<file path="config.mk">
export PLATFORM = sky130hd
export DESIGN_NAME = can_phase2_wake_io_config
export DESIGN_NICKNAME = d
export VERILOG_FILES = /design/src/design/can_cfg_pkg.sv /design/src/design/line_filter_if.sv /design/src/design/can_line_filter.sv /design/src/design/can_phase2_wake_io_config.sv
export VERILOG_INCLUDE_DIRS = /design/src /design/src/design
export SDC_FILE = /design/constraint.sdc
export NUM_CORES = 1
export LEC_CHECK = 0
export BUFFER_PORTS_ARGS = -buffer_cell sky130_fd_sc_hd__buf_2
export CORE_MARGIN = 2
export CORE_UTILIZATION = 54
export CTS_BUF_LIST = sky130_fd_sc_hd__clkbuf_4 sky130_fd_sc_hd__clkbuf_8
export DETAILED_ROUTE_END_ITERATION = 8
export PLACE_DENSITY = 0.86
export SYNTH_ARGS = -nofsm -noshare
export SYNTH_HDL_FRONTEND = slang
export SYNTH_SLANG_ARGS = --single-unit
</file>
<file path="constraint.sdc">
create_clock -name core_clk -period 4.43 [get_ports core_clk]
set_clock_uncertainty 0.05 [all_clocks]
set_input_delay 0.2215 -clock core_clk [delete_from_list [all_inputs] [get_ports core_clk]]
set_output_delay 0.2215 -clock core_clk [all_outputs]
set_load 0.005 [all_outputs]
</file>
<file path="src/design/can_cfg_consts.svh">
// Constants for the phase segment 2, wake filter and CAN pin control block.
// Functional notes
// - The phase segment 2 and wake filter register can be written only while the controller is in configuration mode.
// - With the wake filter select bit set, wake-up activity is detected on the filtered bus line, otherwise on the raw line.
// - The three-bit phase segment 2 field gives a segment length of the field value plus one time quantum, 1 TQ to 8 TQ.
// - The programmed phase segment 2 field is ignored whenever the free-programming select bit of the second timing register is clear.
// - With the drive-high enable set the transmit pin is driven high during recessive bits, otherwise it floats then.
// - Unimplemented bits of both registers read as zero and ignore writes.
`ifndef CAN_CFG_CONSTS_SVH
`define CAN_CFG_CONSTS_SVH

// Register offsets on the plain register port.
`define PHASE2_WAKE_TIMING_OFS 8'h00
`define CAN_PIN_CONTROL_OFS    8'h01

// Field positions of the phase segment 2 and wake filter register.
`define WAKE_FILT_BIT          6
`define PS2_LEN_MSB            2
`define PS2_LEN_LSB            0

// Field positions of the CAN pin control register.
`define DRIVE_HIGH_BIT         5
`define CAPTURE_ROUTE_BIT      4

// Reset values of the two registers.
`define PHASE2_WAKE_RESET      8'h00
`define CAN_PIN_CONTROL_RESET  8'h00

// Line filter: consecutive cycles a new level must hold, and the idle level.
`define LINE_FILTER_CYCLES     4
`define LINE_IDLE_LEVEL        1'b1

`endif

</file>
<file path="src/design/can_cfg_pkg.sv">
// Types shared by the phase segment 2, wake filter and pin control block.
package can_cfg_pkg;

    // Whole state of the register and pin logic.
    typedef struct packed {
        logic [2:0] ps2_len;
        logic       wake_filt_sel;
        logic       drive_high_en;
        logic       capture_en;
        logic [7:0] rdata;
        logic [3:0] ps2_tq;
        logic       tx_pin;
        logic       tx_oe_n;
        logic       capture_in;
        logic       wake_prev;
        logic       wake_pulse;
    } cfg_state_t;

    // Whole state of the bus line filter.
    typedef struct packed {
        logic [7:0] cnt;
        logic       level;
    } filt_state_t;

endpackage : can_cfg_pkg

</file>
<file path="src/design/line_filter_if.sv">
// Interface joining the raw bus line to its line filter.
`timescale 1ns/1ps
interface line_filter_if;
    logic raw;
    logic filtered;

    modport src (output raw, input filtered);
    modport flt (input raw, output filtered);
endinterface : line_filter_if

</file>
<file path="src/design/can_line_filter.sv">
// Bus line filter that suppresses short glitches on the received line.
`timescale 1ns/1ps
`include "can_cfg_consts.svh"
module can_line_filter #(
    parameter int unsigned FILTER_CYCLES = `LINE_FILTER_CYCLES
) (
    input  wire logic        core_clk,
    input  wire logic        rst_n,
    line_filter_if.flt       line
);

    can_cfg_pkg::filt_state_t state_q;
    can_cfg_pkg::filt_state_t state_d;

    // A new level is taken only after it held for FILTER_CYCLES cycles in a row,
    // so any pulse shorter than that never reaches the filtered line.
    always_comb
    begin
        state_d = state_q;
        if (line.raw == state_q.level)
        begin
            state_d.cnt = 8'h00;
        end
        else if (state_q.cnt == 8'(FILTER_CYCLES - 1))
        begin
            state_d.level = line.raw;
            state_d.cnt   = 8'h00;
        end
        else
        begin
            state_d.cnt = state_q.cnt + 8'h01;
        end
    end

    // Synchronous reset to the idle (recessive) level.
    always_ff @(posedge core_clk)
    begin
        if (!rst_n)
        begin
            state_q.cnt   <= 8'h00;
            state_q.level <= `LINE_IDLE_LEVEL;
        end
        else
        begin
            state_q <= state_d;
        end
    end

    assign line.filtered = state_q.level;

endmodule : can_line_filter

</file>
<file path="src/design/can_phase2_wake_io_config.sv">
// Phase segment 2 and wake filter timing register with CAN pin control.
//
// Our own choices: the plain strobed port and the register offsets.
`timescale 1ns/1ps
`include "can_cfg_consts.svh"
module can_phase2_wake_io_config #(
    parameter int unsigned FILTER_CYCLES = `LINE_FILTER_CYCLES
) (
    input  wire logic       core_clk,
    input  wire logic       rst_n,
    input  wire logic [7:0] reg_addr,
    input  wire logic [7:0] reg_wdata,
    input  wire logic       reg_wr,
    input  wire logic       reg_rd,
    output logic      [7:0] reg_rdata,
    input  wire logic       config_mode,
    input  wire logic       phase_seg2_free_prog_sel,
    input  wire logic [3:0] auto_phase_seg2_tq,
    output logic      [3:0] phase_seg2_tq,
    input  wire logic       can_rx_line,
    output logic            wake_activity,
    input  wire logic       tx_bit,
    output logic            can_transmit_pin_o,
    output logic            can_transmit_pin_oe_n,
    input  wire logic       can_rx_msg,
    input  wire logic       capture_input_pin,
    output logic            capture_unit_in
);

    can_cfg_pkg::cfg_state_t state_q;
    can_cfg_pkg::cfg_state_t state_d;
    logic                    wake_src;
    line_filter_if           filt_bus ();

    // Read image of the timing register; unimplemented bits stay zero.
    function automatic logic [7:0] timing_image(input logic [2:0] len, input logic filt);
        logic [7:0] img;
        img                                 = 8'h00;
        img[`PS2_LEN_MSB:`PS2_LEN_LSB]      = len;
        img[`WAKE_FILT_BIT]                 = filt;
        return img;
    endfunction : timing_image

    // Read image of the pin control register; unimplemented bits stay zero.
    function automatic logic [7:0] pin_image(input logic drv, input logic cap);
        logic [7:0] img;
        img                     = 8'h00;
        img[`DRIVE_HIGH_BIT]    = drv;
        img[`CAPTURE_ROUTE_BIT] = cap;
        return img;
    endfunction : pin_image

    // Segment length in time quanta is the field plus one.
    function automatic logic [3:0] seg2_tq(input logic [2:0] len);
        return {1'b0, len} + 4'h1;
    endfunction : seg2_tq

    // The raw line goes through the filter; both versions stay available.
    // The filter runs even while unselected, so a switch-over sees a settled level.
    assign filt_bus.raw = can_rx_line;

    can_line_filter #(
        .FILTER_CYCLES (FILTER_CYCLES)
    ) u_line_filter (
        .core_clk (core_clk),
        .rst_n    (rst_n),
        .line     (filt_bus.flt)
    );

    // Wake detection uses the filtered line only when selected.
    assign wake_src = state_q.wake_filt_sel ? filt_bus.filtered : can_rx_line;

    // Next state: register writes, read data, and registered pin outputs.
    always_comb
    begin
        state_d            = state_q;
        state_d.rdata      = 8'h00;
        state_d.wake_pulse = 1'b0;

        // Timing register writes are dropped outside configuration mode.
        if (reg_wr && reg_addr == `PHASE2_WAKE_TIMING_OFS && config_mode)
        begin
            state_d.ps2_len       = reg_wdata[`PS2_LEN_MSB:`PS2_LEN_LSB];
            state_d.wake_filt_sel = reg_wdata[`WAKE_FILT_BIT];
        end
        if (reg_wr && reg_addr == `CAN_PIN_CONTROL_OFS)
        begin
            state_d.drive_high_en = reg_wdata[`DRIVE_HIGH_BIT];
            state_d.capture_en    = reg_wdata[`CAPTURE_ROUTE_BIT];
        end

        // Read data stands only in the cycle after the strobe; the timing
        // register reads as zero outside configuration mode, as it is not
        // reachable then, and unmapped offsets read zero.
        if (reg_rd)
        begin
            case (reg_addr)
                `PHASE2_WAKE_TIMING_OFS:
                begin
                    if (config_mode)
                    begin
                        state_d.rdata = timing_image(state_q.ps2_len, state_q.wake_filt_sel);
                    end
                end
                `CAN_PIN_CONTROL_OFS:
                begin
                    state_d.rdata = pin_image(state_q.drive_high_en, state_q.capture_en);
                end
                default:
                begin
                    state_d.rdata = 8'h00;
                end
            endcase
        end

        // The programmed field counts only with free programming selected.
        state_d.ps2_tq = phase_seg2_free_prog_sel ? seg2_tq(state_q.ps2_len)
                                                  : auto_phase_seg2_tq;

        // Dominant drives low; recessive drives high or floats.
        // Floating on recessive lets several nodes share one wired line.
        if (!tx_bit)
        begin
            state_d.tx_pin  = 1'b0;
            state_d.tx_oe_n = 1'b0;
        end
        else
        begin
            state_d.tx_pin  = 1'b1;
            state_d.tx_oe_n = !state_q.drive_high_en;
        end

        // Capture input mux.
        state_d.capture_in = state_q.capture_en ? can_rx_msg : capture_input_pin;

        // A falling edge (start of a dominant level) signals bus activity.
        // The previous level resets to recessive, so a line already dominant when reset ends counts as an edge.
        state_d.wake_prev  = wake_src;
        state_d.wake_pulse = state_q.wake_prev && !wake_src;
    end

    // Synchronous reset clears every register bit and parks the pin floating.
    always_ff @(posedge core_clk)
    begin
        if (!rst_n)
        begin
            state_q.ps2_len       <= 3'h0;
            state_q.wake_filt_sel <= 1'b0;
            state_q.drive_high_en <= 1'b0;
            state_q.capture_en    <= 1'b0;
            state_q.rdata         <= 8'h00;
            state_q.ps2_tq        <= 4'h1;
            state_q.tx_pin        <= 1'b1;
            state_q.tx_oe_n       <= 1'b1;
            state_q.capture_in    <= 1'b0;
            state_q.wake_prev     <= `LINE_IDLE_LEVEL;
            state_q.wake_pulse    <= 1'b0;
        end
        else
        begin
            state_q <= state_d;
        end
    end

    // All outputs come straight from flip-flops.
    // This keeps combinational glitches away from the transmit pin and its enable.
    assign reg_rdata             = state_q.rdata;
    assign phase_seg2_tq         = state_q.ps2_tq;
    assign wake_activity         = state_q.wake_pulse;
    assign can_transmit_pin_o    = state_q.tx_pin;
    assign can_transmit_pin_oe_n = state_q.tx_oe_n;
    assign capture_unit_in       = state_q.capture_in;
endmodule : can_phase2_wake_io_config

</file>
==> run_summary.xml, run 1 <==
<?xml version="1.0" encoding="UTF-8"?>
<metrics>
  <group name="run_status">
    <metric name="run_status" unit="">finished clean</metric>
  </group>
  <group name="logic_synthesis">
    <metric name="syn-mean-instance-area" unit="sq um">9.36</metric>
    <metric name="synth-edff-count" unit="">0</metric>
    <metric name="asyncSetResetFlopFracSynth" unit="">0</metric>
    <metric name="synthDominantAreaCellType" unit="">dfxtp_1</metric>
    <metric name="ys_ff_latch" unit="">30</metric>
    <metric name="synth_top_cell_area_share" unit="">0.479</metric>
    <metric name="dominantRegCellSynth" unit="">dfxtp_1</metric>
    <metric name="synthesis.area" unit="sq um">1250</metric>
    <metric name="yosys_warns" unit="">0</metric>
    <metric name="ys_top_cells_by_area" unit="">dfxtp_1 48%, mux2i_1 7.2%, buf_4 7.2%</metric>
    <metric name="postSynthCellCount" unit="">134</metric>
    <metric name="seq_area_frac_synth" unit="">0.479</metric>
    <metric name="netlist-cell-type-count" unit="">32</metric>
  </group>
  <group name="pwr">
    <metric name="total_leakage_power" unit="nW">0.673</metric>
    <metric name="finalPower" unit="mW">0.482</metric>
    <metric name="power_density" unit="nW/um^2">332</metric>
    <metric name="maximum_vdd_ir_drop" unit="V">0.000272</metric>
  </group>
  <group name="floorplanning">
    <metric name="start_util" unit="">0.567</metric>
    <metric name="fp.dieH" unit="um">52.2</metric>
    <metric name="placement_rows" unit="">17</metric>
    <metric name="dieArea" unit="sq um">2720</metric>
    <metric name="floorplan.die.width" unit="um">52.2</metric>
    <metric name="design.core.area" unit="sq um">2210</metric>
    <metric name="top_level_ports" unit="">46</metric>
  </group>
  <group name="clocking">
    <metric name="cts-root-to-sink-buffers" unit="">2</metric>
    <metric name="post_cts.resized_instances" unit="">0</metric>
    <metric name="cts.repair_timing.setup_buffer_count" unit="">0</metric>
    <metric name="h-tree-depth" unit="">2</metric>
    <metric name="cts_tree" unit="">yes</metric>
    <metric name="cts_inserted_buffers" unit="">5</metric>
    <metric name="clock-root-buffer" unit="">clkbuf_4</metric>
    <metric name="cts_num_sinks" unit="">30</metric>
    <metric name="postCtsHoldBufs" unit="">0</metric>
    <metric name="clkSlewWorstSetupHoldPaths" unit="ps">80</metric>
    <metric name="insertion_delay" unit="ps">330</metric>
  </group>
  <group name="route">
    <metric name="drt_pre_antenna_iters" unit="">4</metric>
    <metric name="drc" unit="">0</metric>
    <metric name="via_density_per_instance" unit="">5.03</metric>
    <metric name="drtIter0Drc" unit="">10</metric>
    <metric name="route.vias.total" unit="">986</metric>
    <metric name="wl_per_cell" unit="um">11.9</metric>
    <metric name="drt_wl_total" unit="mm">2.32</metric>
    <metric name="drt.antenna.violating_nets" unit="">0</metric>
  </group>
  <group name="global_route">
    <metric name="via_count_of_the_first_global_routing_pass" unit="">934</metric>
    <metric name="grt_overflow_total" unit="">0</metric>
    <metric name="wire_length_of_the_first_global_routing_pass" unit="mm">3.76</metric>
    <metric name="antenna_found_initial" unit="">0</metric>
    <metric name="grt.total_usage" unit="">0.197</metric>
    <metric name="grt_start_max_net_pins" unit="">27</metric>
  </group>
  <group name="worst_setup_path">
    <metric name="timing.rr.end" unit="">u_line_filter.state_q[3]</metric>
    <metric name="worstPathBufferInverterCount" unit="">0</metric>
    <metric name="crit_slowest_cell" unit="">or3b_2</metric>
    <metric name="regToRegSetupSlack" unit="ps">2670</metric>
    <metric name="regToRegStartpoint" unit="">u_line_filter.state_q[1]</metric>
    <metric name="cp_slowest_stage_delay" unit="ps">480</metric>
    <metric name="critical_path_cell_by_cell" unit="">ha_1 -&gt; or3b_2 -&gt; o211ai_1 -&gt; nor2_1</metric>
    <metric name="worst-endpoint-arrival" unit="ps">1910</metric>
    <metric name="timing.critical_path.required" unit="ps">4580</metric>
    <metric name="r2r_cells" unit="">4</metric>
    <metric name="crit_path_max_fanout" unit="">6</metric>
    <metric name="cp-start-kind" unit="">register</metric>
    <metric name="cpLargestDelayFamily" unit="">simple AND/OR/NAND/NOR gates</metric>
    <metric name="critPathKind" unit="">register to register</metric>
    <metric name="endpoint_kind" unit="">register</metric>
  </group>
  <group name="timing">
    <metric name="max_clock_freq" unit="GHz">0.569</metric>
    <metric name="final_max_slew_viol_count" unit="">0</metric>
    <metric name="grt_setup_unrepaired" unit="">false</metric>
    <metric name="setup_total_negative_slack" unit="ps">0</metric>
    <metric name="layout_worst_path_cycle_share" unit="">0.397</metric>
    <metric name="final_hold_fails" unit="">0</metric>
    <metric name="period_minus_slack" unit="ps">1760</metric>
    <metric name="setup_violations" unit="">0</metric>
  </group>
  <group name="layout">
    <metric name="areaGrowthSynthToFinish" unit="%">15.6</metric>
    <metric name="mostFrequentLayoutCells" unit="">41 x buf_2, 30 x dfxtp_1, 21 x nand2_1</metric>
    <metric name="drive_above_1_share" unit="">0.304</metric>
    <metric name="insertedDiodeCount" unit="">0</metric>
    <metric name="nNetsFinal" unit="">199</metric>
    <metric name="final_common_cell" unit="">buf_2</metric>
    <metric name="fillerInstances" unit="">193</metric>
  </group>
  <group name="placement">
    <metric name="place.port_buffers" unit="">41</metric>
    <metric name="place.detailed.hpwl" unit="mm">1.80</metric>
    <metric name="last_weighted_congestion_value_of_the_routability_driven_placer" unit="">0.710</metric>
  </group>
  <group name="min_path">
    <metric name="min-delay-start" unit="">tx_bit</metric>
    <metric name="worstHoldPathType" unit="">input pin to register</metric>
    <metric name="holdPathEnd" unit="">can_transmit_pin_o</metric>
    <metric name="hold_path_depth" unit="">3</metric>
  </group>
  <group name="run">
    <metric name="maxCapViolations" unit="">0</metric>
  </group>
</metrics>
-- how the worst max path moves through the flow --
stage,slack [ps],from,to,cells after the start
after floorplan,2840,u_line_filter.state_q[1],u_line_filter.state_q[3],4
after global routing,2480,u_line_filter.state_q[1],u_line_filter.state_q[6],4
after CTS,2670,u_line_filter.state_q[1],u_line_filter.state_q[3],4
final,2670,u_line_filter.state_q[1],u_line_filter.state_q[3],4
after detailed placement,2690,u_line_filter.state_q[1],u_line_filter.state_q[3],4
after global placement,2720,u_line_filter.state_q[1],u_line_filter.state_q[3],4
-- cell type report --
cell class                      count  area, sq um  area share
Sequential cell                    30          601       0.415
Clock buffer                        7         58.8      0.0406
Multi-Input combinational cell     86          533       0.368
Clock inverter                      1         5.00     0.00345
Inverter                            3         11.3     0.00777
Tap cell                           28         35.0      0.0242
Timing Repair Buffer               41          205       0.142
-- worst reg2reg max path: cells and delay by family, from the launching register on --
| family | cells | cell delay (ps) |
|---|---|---|
| compound gates | 1 | 420 |
| simple gates | 2 | 570 |
| flops | 1 | 370 |
| fa+ha+maj | 1 | 230 |
-- kinds of logic (layout without fill, tap and decap cells) --
kind of cell | Yosys count | count (layout) | share of synthesized area
simple gates | 55 | 55 | 0.230
flops | 30 | 30 | 0.479
buf+inv | 19 | 52 | 0.0988
compound gates | 13 | 13 | 0.0629
mux | 9 | 9 | 0.0719
xor+xnor | 5 | 5 | 0.0349
fa+ha+maj | 2 | 2 | 0.0200
other cells | 1 | 2 | 0.00299
-- state kept, by name, summed over array words and instances, names as in the netlist --
signal and flops:
capture_unit_in 1, u_line_filter.state_q 8, phase_seg2_tq 4, can_transmit_pin_o 1
reg_rdata 6, can_transmit_pin_oe_n 1, state_q 7, u_line_filter.line.filtered 1
wake_activity 1
-- cell usage after synthesis, types with 2 or more instances --
library cell / number
ha_1: 2
dfxtp_1: 30
nand2_1: 21
and2_1: 5
nand3_1: 3
a21oi_1: 3
or3_1: 5
clkbuf_1: 3
buf_4: 12
nor2_1: 6
mux2i_1: 9
inv_1: 3
nand4_1: 2
xnor2_1: 2
nor2b_1: 2
and4_1: 2
xor2_1: 3
nor3_1: 2
o21ai_0: 6
-- where the power goes --
group	leakage, nW	total (mW)	internal [mW]	switching (mW)
clock	0.0387	0.173	0.0829	0.0898
sequential	0.244	0.276	0.275	0.00176
combinational	0.390	0.0326	0.0167	0.0160
-- metrics by stage --
| stage | setup slack, ps | util | hold slack, ps | instance area, sq um | std cells |
|---|---|---|---|---|---|
| floorplan | 2840 | - | 265 | 1260 | 135 |
| global placement | 2720 | 0.626 | 353 | 1390 | 188 |
| detailed placement | 2690 | 0.626 | 356 | 1390 | 188 |
| CTS | 2670 | 0.655 | 12.4 | 1450 | 196 |
| global route | 2480 | 0.655 | 30.3 | 1450 | 196 |
| finish | 2670 | 0.655 | 20.2 | 1450 | 196 |
-- routing by layer --
| metal | GRT usage | up-vias | routed length [um] |
|---|---|---|---|
| met4 | 0.107 | 0 | 58 |
| met3 | 0.0857 | 8 | 113 |
| met5 | 0 | - | 0 |
| met1 | 0.169 | 453 | 900 |
| li1 | - | 503 | - |
| met2 | 0.373 | 22 | 1250 |
No activity file was read; power rests on OpenSTA's default activity.
==> run 2: changes to the inputs <==
--- a/config.mk
+++ b/config.mk
@@ -8,10 +8,10 @@
 export LEC_CHECK = 0
 export BUFFER_PORTS_ARGS = -buffer_cell sky130_fd_sc_hd__buf_2
 export CORE_MARGIN = 2
-export CORE_UTILIZATION = 54
+export CORE_UTILIZATION = 45
 export CTS_BUF_LIST = sky130_fd_sc_hd__clkbuf_4 sky130_fd_sc_hd__clkbuf_8
 export DETAILED_ROUTE_END_ITERATION = 8
-export PLACE_DENSITY = 0.86
+export PLACE_DENSITY = 0.77
 export SYNTH_ARGS = -nofsm -noshare
 export SYNTH_HDL_FRONTEND = slang
 export SYNTH_SLANG_ARGS = --single-unit
==> constraint.sdc (replaced) <==
create_clock -name core_clk -period 1.6 [get_ports core_clk]
set_clock_uncertainty 0.05 [all_clocks]
set_input_delay 0.08 -clock core_clk [delete_from_list [all_inputs] [get_ports core_clk]]
set_output_delay 0.08 -clock core_clk [all_outputs]
set_load 0.005 [all_outputs]
==> run 2 against run 1 <==
Against the previous run: flip-flop and latch count stayed put; maximum frequency increased by 16%; largest power group unchanged; sequential share of layout area shrank 4.3 points; count of clock-buffer cells in the layout shrank 1; hold slack worse by 2.9 ps; power increased to 2.7 times the previous value; routed wire length is 7.1% higher.
==> run_summary.xml, run 2 (synthesis results as in run 1) <==
<?xml version="1.0" encoding="UTF-8"?>
<metrics>
  <group name="layout">
    <metric name="nNetsFinal" unit="">217</metric>
    <metric name="mostFrequentLayoutCells" unit="">41 x buf_2, 29 x dfxtp_1, 21 x nand2_1</metric>
    <metric name="drive_above_1_share" unit="">0.293</metric>
    <metric name="finalCoreUtilization" unit="">0.598</metric>
    <metric name="final_common_cell" unit="">buf_2</metric>
    <metric name="insertedDiodeCount" unit="">0</metric>
    <metric name="largest_register_ffs" unit="">8</metric>
    <metric name="finalNonFillerCells" unit="">215</metric>
    <metric name="areaGrowthSynthToFinish" unit="%">29.2</metric>
    <metric name="regMostFlops" unit="">u_line_filter.state_q</metric>
  </group>
  <group name="pwr">
    <metric name="maximum_vdd_ir_drop" unit="V">0.000819</metric>
    <metric name="total_leakage_power" unit="nW">0.742</metric>
    <metric name="power_density" unit="nW/um^2">810</metric>
  </group>
  <group name="placement">
    <metric name="place.port_buffers" unit="">41</metric>
    <metric name="place.detailed.instances" unit="">194</metric>
    <metric name="place.detailed.hpwl" unit="mm">1.80</metric>
    <metric name="dpl_worst_slack" unit="ps">21.8</metric>
    <metric name="last_weighted_congestion_value_of_the_routability_driven_placer" unit="">0.761</metric>
  </group>
  <group name="floorplanning">
    <metric name="floorplan.die.width" unit="um">56.8</metric>
    <metric name="placement_rows" unit="">19</metric>
    <metric name="fp.dieH" unit="um">56.8</metric>
    <metric name="design.core.area" unit="sq um">2710</metric>
    <metric name="top_level_ports" unit="">46</metric>
    <metric name="dieArea" unit="sq um">3220</metric>
    <metric name="start_util" unit="">0.463</metric>
  </group>
  <group name="worst_setup_path">
    <metric name="r2r_cells" unit="">4</metric>
    <metric name="cp-start-kind" unit="">register</metric>
    <metric name="endpoint_kind" unit="">register</metric>
    <metric name="crit_path_max_fanout" unit="">6</metric>
    <metric name="worst-endpoint-arrival" unit="ps">1670</metric>
    <metric name="timing.critical_path.required" unit="ps">1750</metric>
    <metric name="critPathKind" unit="">register to register</metric>
  </group>
  <group name="global_route">
    <metric name="grt_start_max_net_pins" unit="">19</metric>
    <metric name="antenna_found_initial" unit="">0</metric>
    <metric name="via_count_of_the_first_global_routing_pass" unit="">1058</metric>
    <metric name="grt.total_usage" unit="">0.165</metric>
    <metric name="wire_length_of_the_first_global_routing_pass" unit="mm">4.06</metric>
    <metric name="grt_overflow_total" unit="">0</metric>
  </group>
  <group name="run_status">
    <metric name="run_status" unit="">finished clean</metric>
  </group>
  <group name="route">
    <metric name="drtIter0Drc" unit="">18</metric>
    <metric name="via_density_per_instance" unit="">4.96</metric>
    <metric name="drt_wl_total" unit="mm">2.49</metric>
    <metric name="drt.antenna.violating_nets" unit="">0</metric>
    <metric name="wl_per_cell" unit="um">11.6</metric>
    <metric name="route.vias.total" unit="">1067</metric>
    <metric name="drt_pre_antenna_iters" unit="">4</metric>
    <metric name="drc" unit="">0</metric>
  </group>
  <group name="min_path">
    <metric name="worstHoldPathType" unit="">input pin to register</metric>
    <metric name="hold_path_depth" unit="">3</metric>
  </group>
  <group name="run">
    <metric name="maxCapViolations" unit="">0</metric>
  </group>
  <group name="timing">
    <metric name="period_minus_slack" unit="ps">1520</metric>
    <metric name="worst_slack" unit="ps">84.4</metric>
    <metric name="max_clock_freq" unit="GHz">0.660</metric>
    <metric name="layout_worst_path_cycle_share" unit="">0.947</metric>
    <metric name="final_hold_fails" unit="">0</metric>
    <metric name="final_max_slew_viol_count" unit="">0</metric>
    <metric name="setup_violations" unit="">0</metric>
  </group>
  <group name="clocking">
    <metric name="cts_tree" unit="">yes</metric>
    <metric name="clock-root-buffer" unit="">clkbuf_4</metric>
    <metric name="cts_inserted_buffers" unit="">5</metric>
    <metric name="insertion_delay" unit="ps">320</metric>
    <metric name="clkSlewWorstSetupHoldPaths" unit="ps">80</metric>
    <metric name="cts-root-to-sink-buffers" unit="">2</metric>
    <metric name="cts.repair_timing.setup_buffer_count" unit="">0</metric>
    <metric name="h-tree-depth" unit="">2</metric>
    <metric name="cts_num_sinks" unit="">30</metric>
  </group>
</metrics>
-- run 2: final cells by class --
type                            count  area, sq um
Clock buffer                        6         51.3
Inverter                            3         11.3
Multi-Input combinational cell     86          539
Sequential cell                    30          602
Fill cell                         243         1090
Tap cell                           31         38.8
Timing Repair Buffer               59          378
-- run 2: repair_timing --
| item | CTS | global route |
|---|---|---|
| hold buffers | 15 | 0 |
| resized for setup | 0 | 3 |
| endpoints found under the setup margin | 0 | 6 |
| endpoints found under the hold margin | 15 | 0 |
-- run 2: power by group --
group	switching, mW	internal (mW)
clock	0.224	0.198
sequential	0.00486	0.760
combinational	0.0509	0.0739
total	0.280	1.03
-- run 2: path summary, 6_finish.rpt --
| kind | start | end | slack (ps) |
|---|---|---|---|
| setup / recovery | u_line_filter.state_q[5] | u_line_filter.state_q[6] | 80 |
| hold / removal | can_rx_line | state_q[1] | 20 |
| setup reg to reg | u_line_filter.state_q[5] | u_line_filter.state_q[6] | 80 |
| hold reg to reg | u_line_filter.state_q[1] | u_line_filter.state_q[1] | 370 |
-- run 2: layer usage --
layer	global-route usage	wire length, um	vias to the layer above
li1	-	-	541
met3	0.0737	119	8
met4	0.0797	50	0
met1	0.152	935	498
met2	0.306	1380	20
met5	0	0	-
-- run 2: critical path, stage by stage (launching register included) --
cell	delay [ps]
dfxtp_1	360
or4_4	560
o211ai_1	210
buf_4	180
a21oi_1	40
-- run 2: through the flow --
| step | cell area [sq um] | total power [mW] | TNS, ps | hold WS (ps) |
|---|---|---|---|---|
| after floorplan | 1260 | 0.831 | 0 | 123 |
| after global placement | 1410 | 0.873 | 0 | 215 |
| after detailed placement | 1410 | 0.879 | 0 | 220 |
| after CTS | 1610 | 1.33 | 0 | 0.899 |
| after global routing | 1620 | 1.38 | -0.264 | 2.16 |
| final | 1620 | 1.31 | 0 | 17.3 |
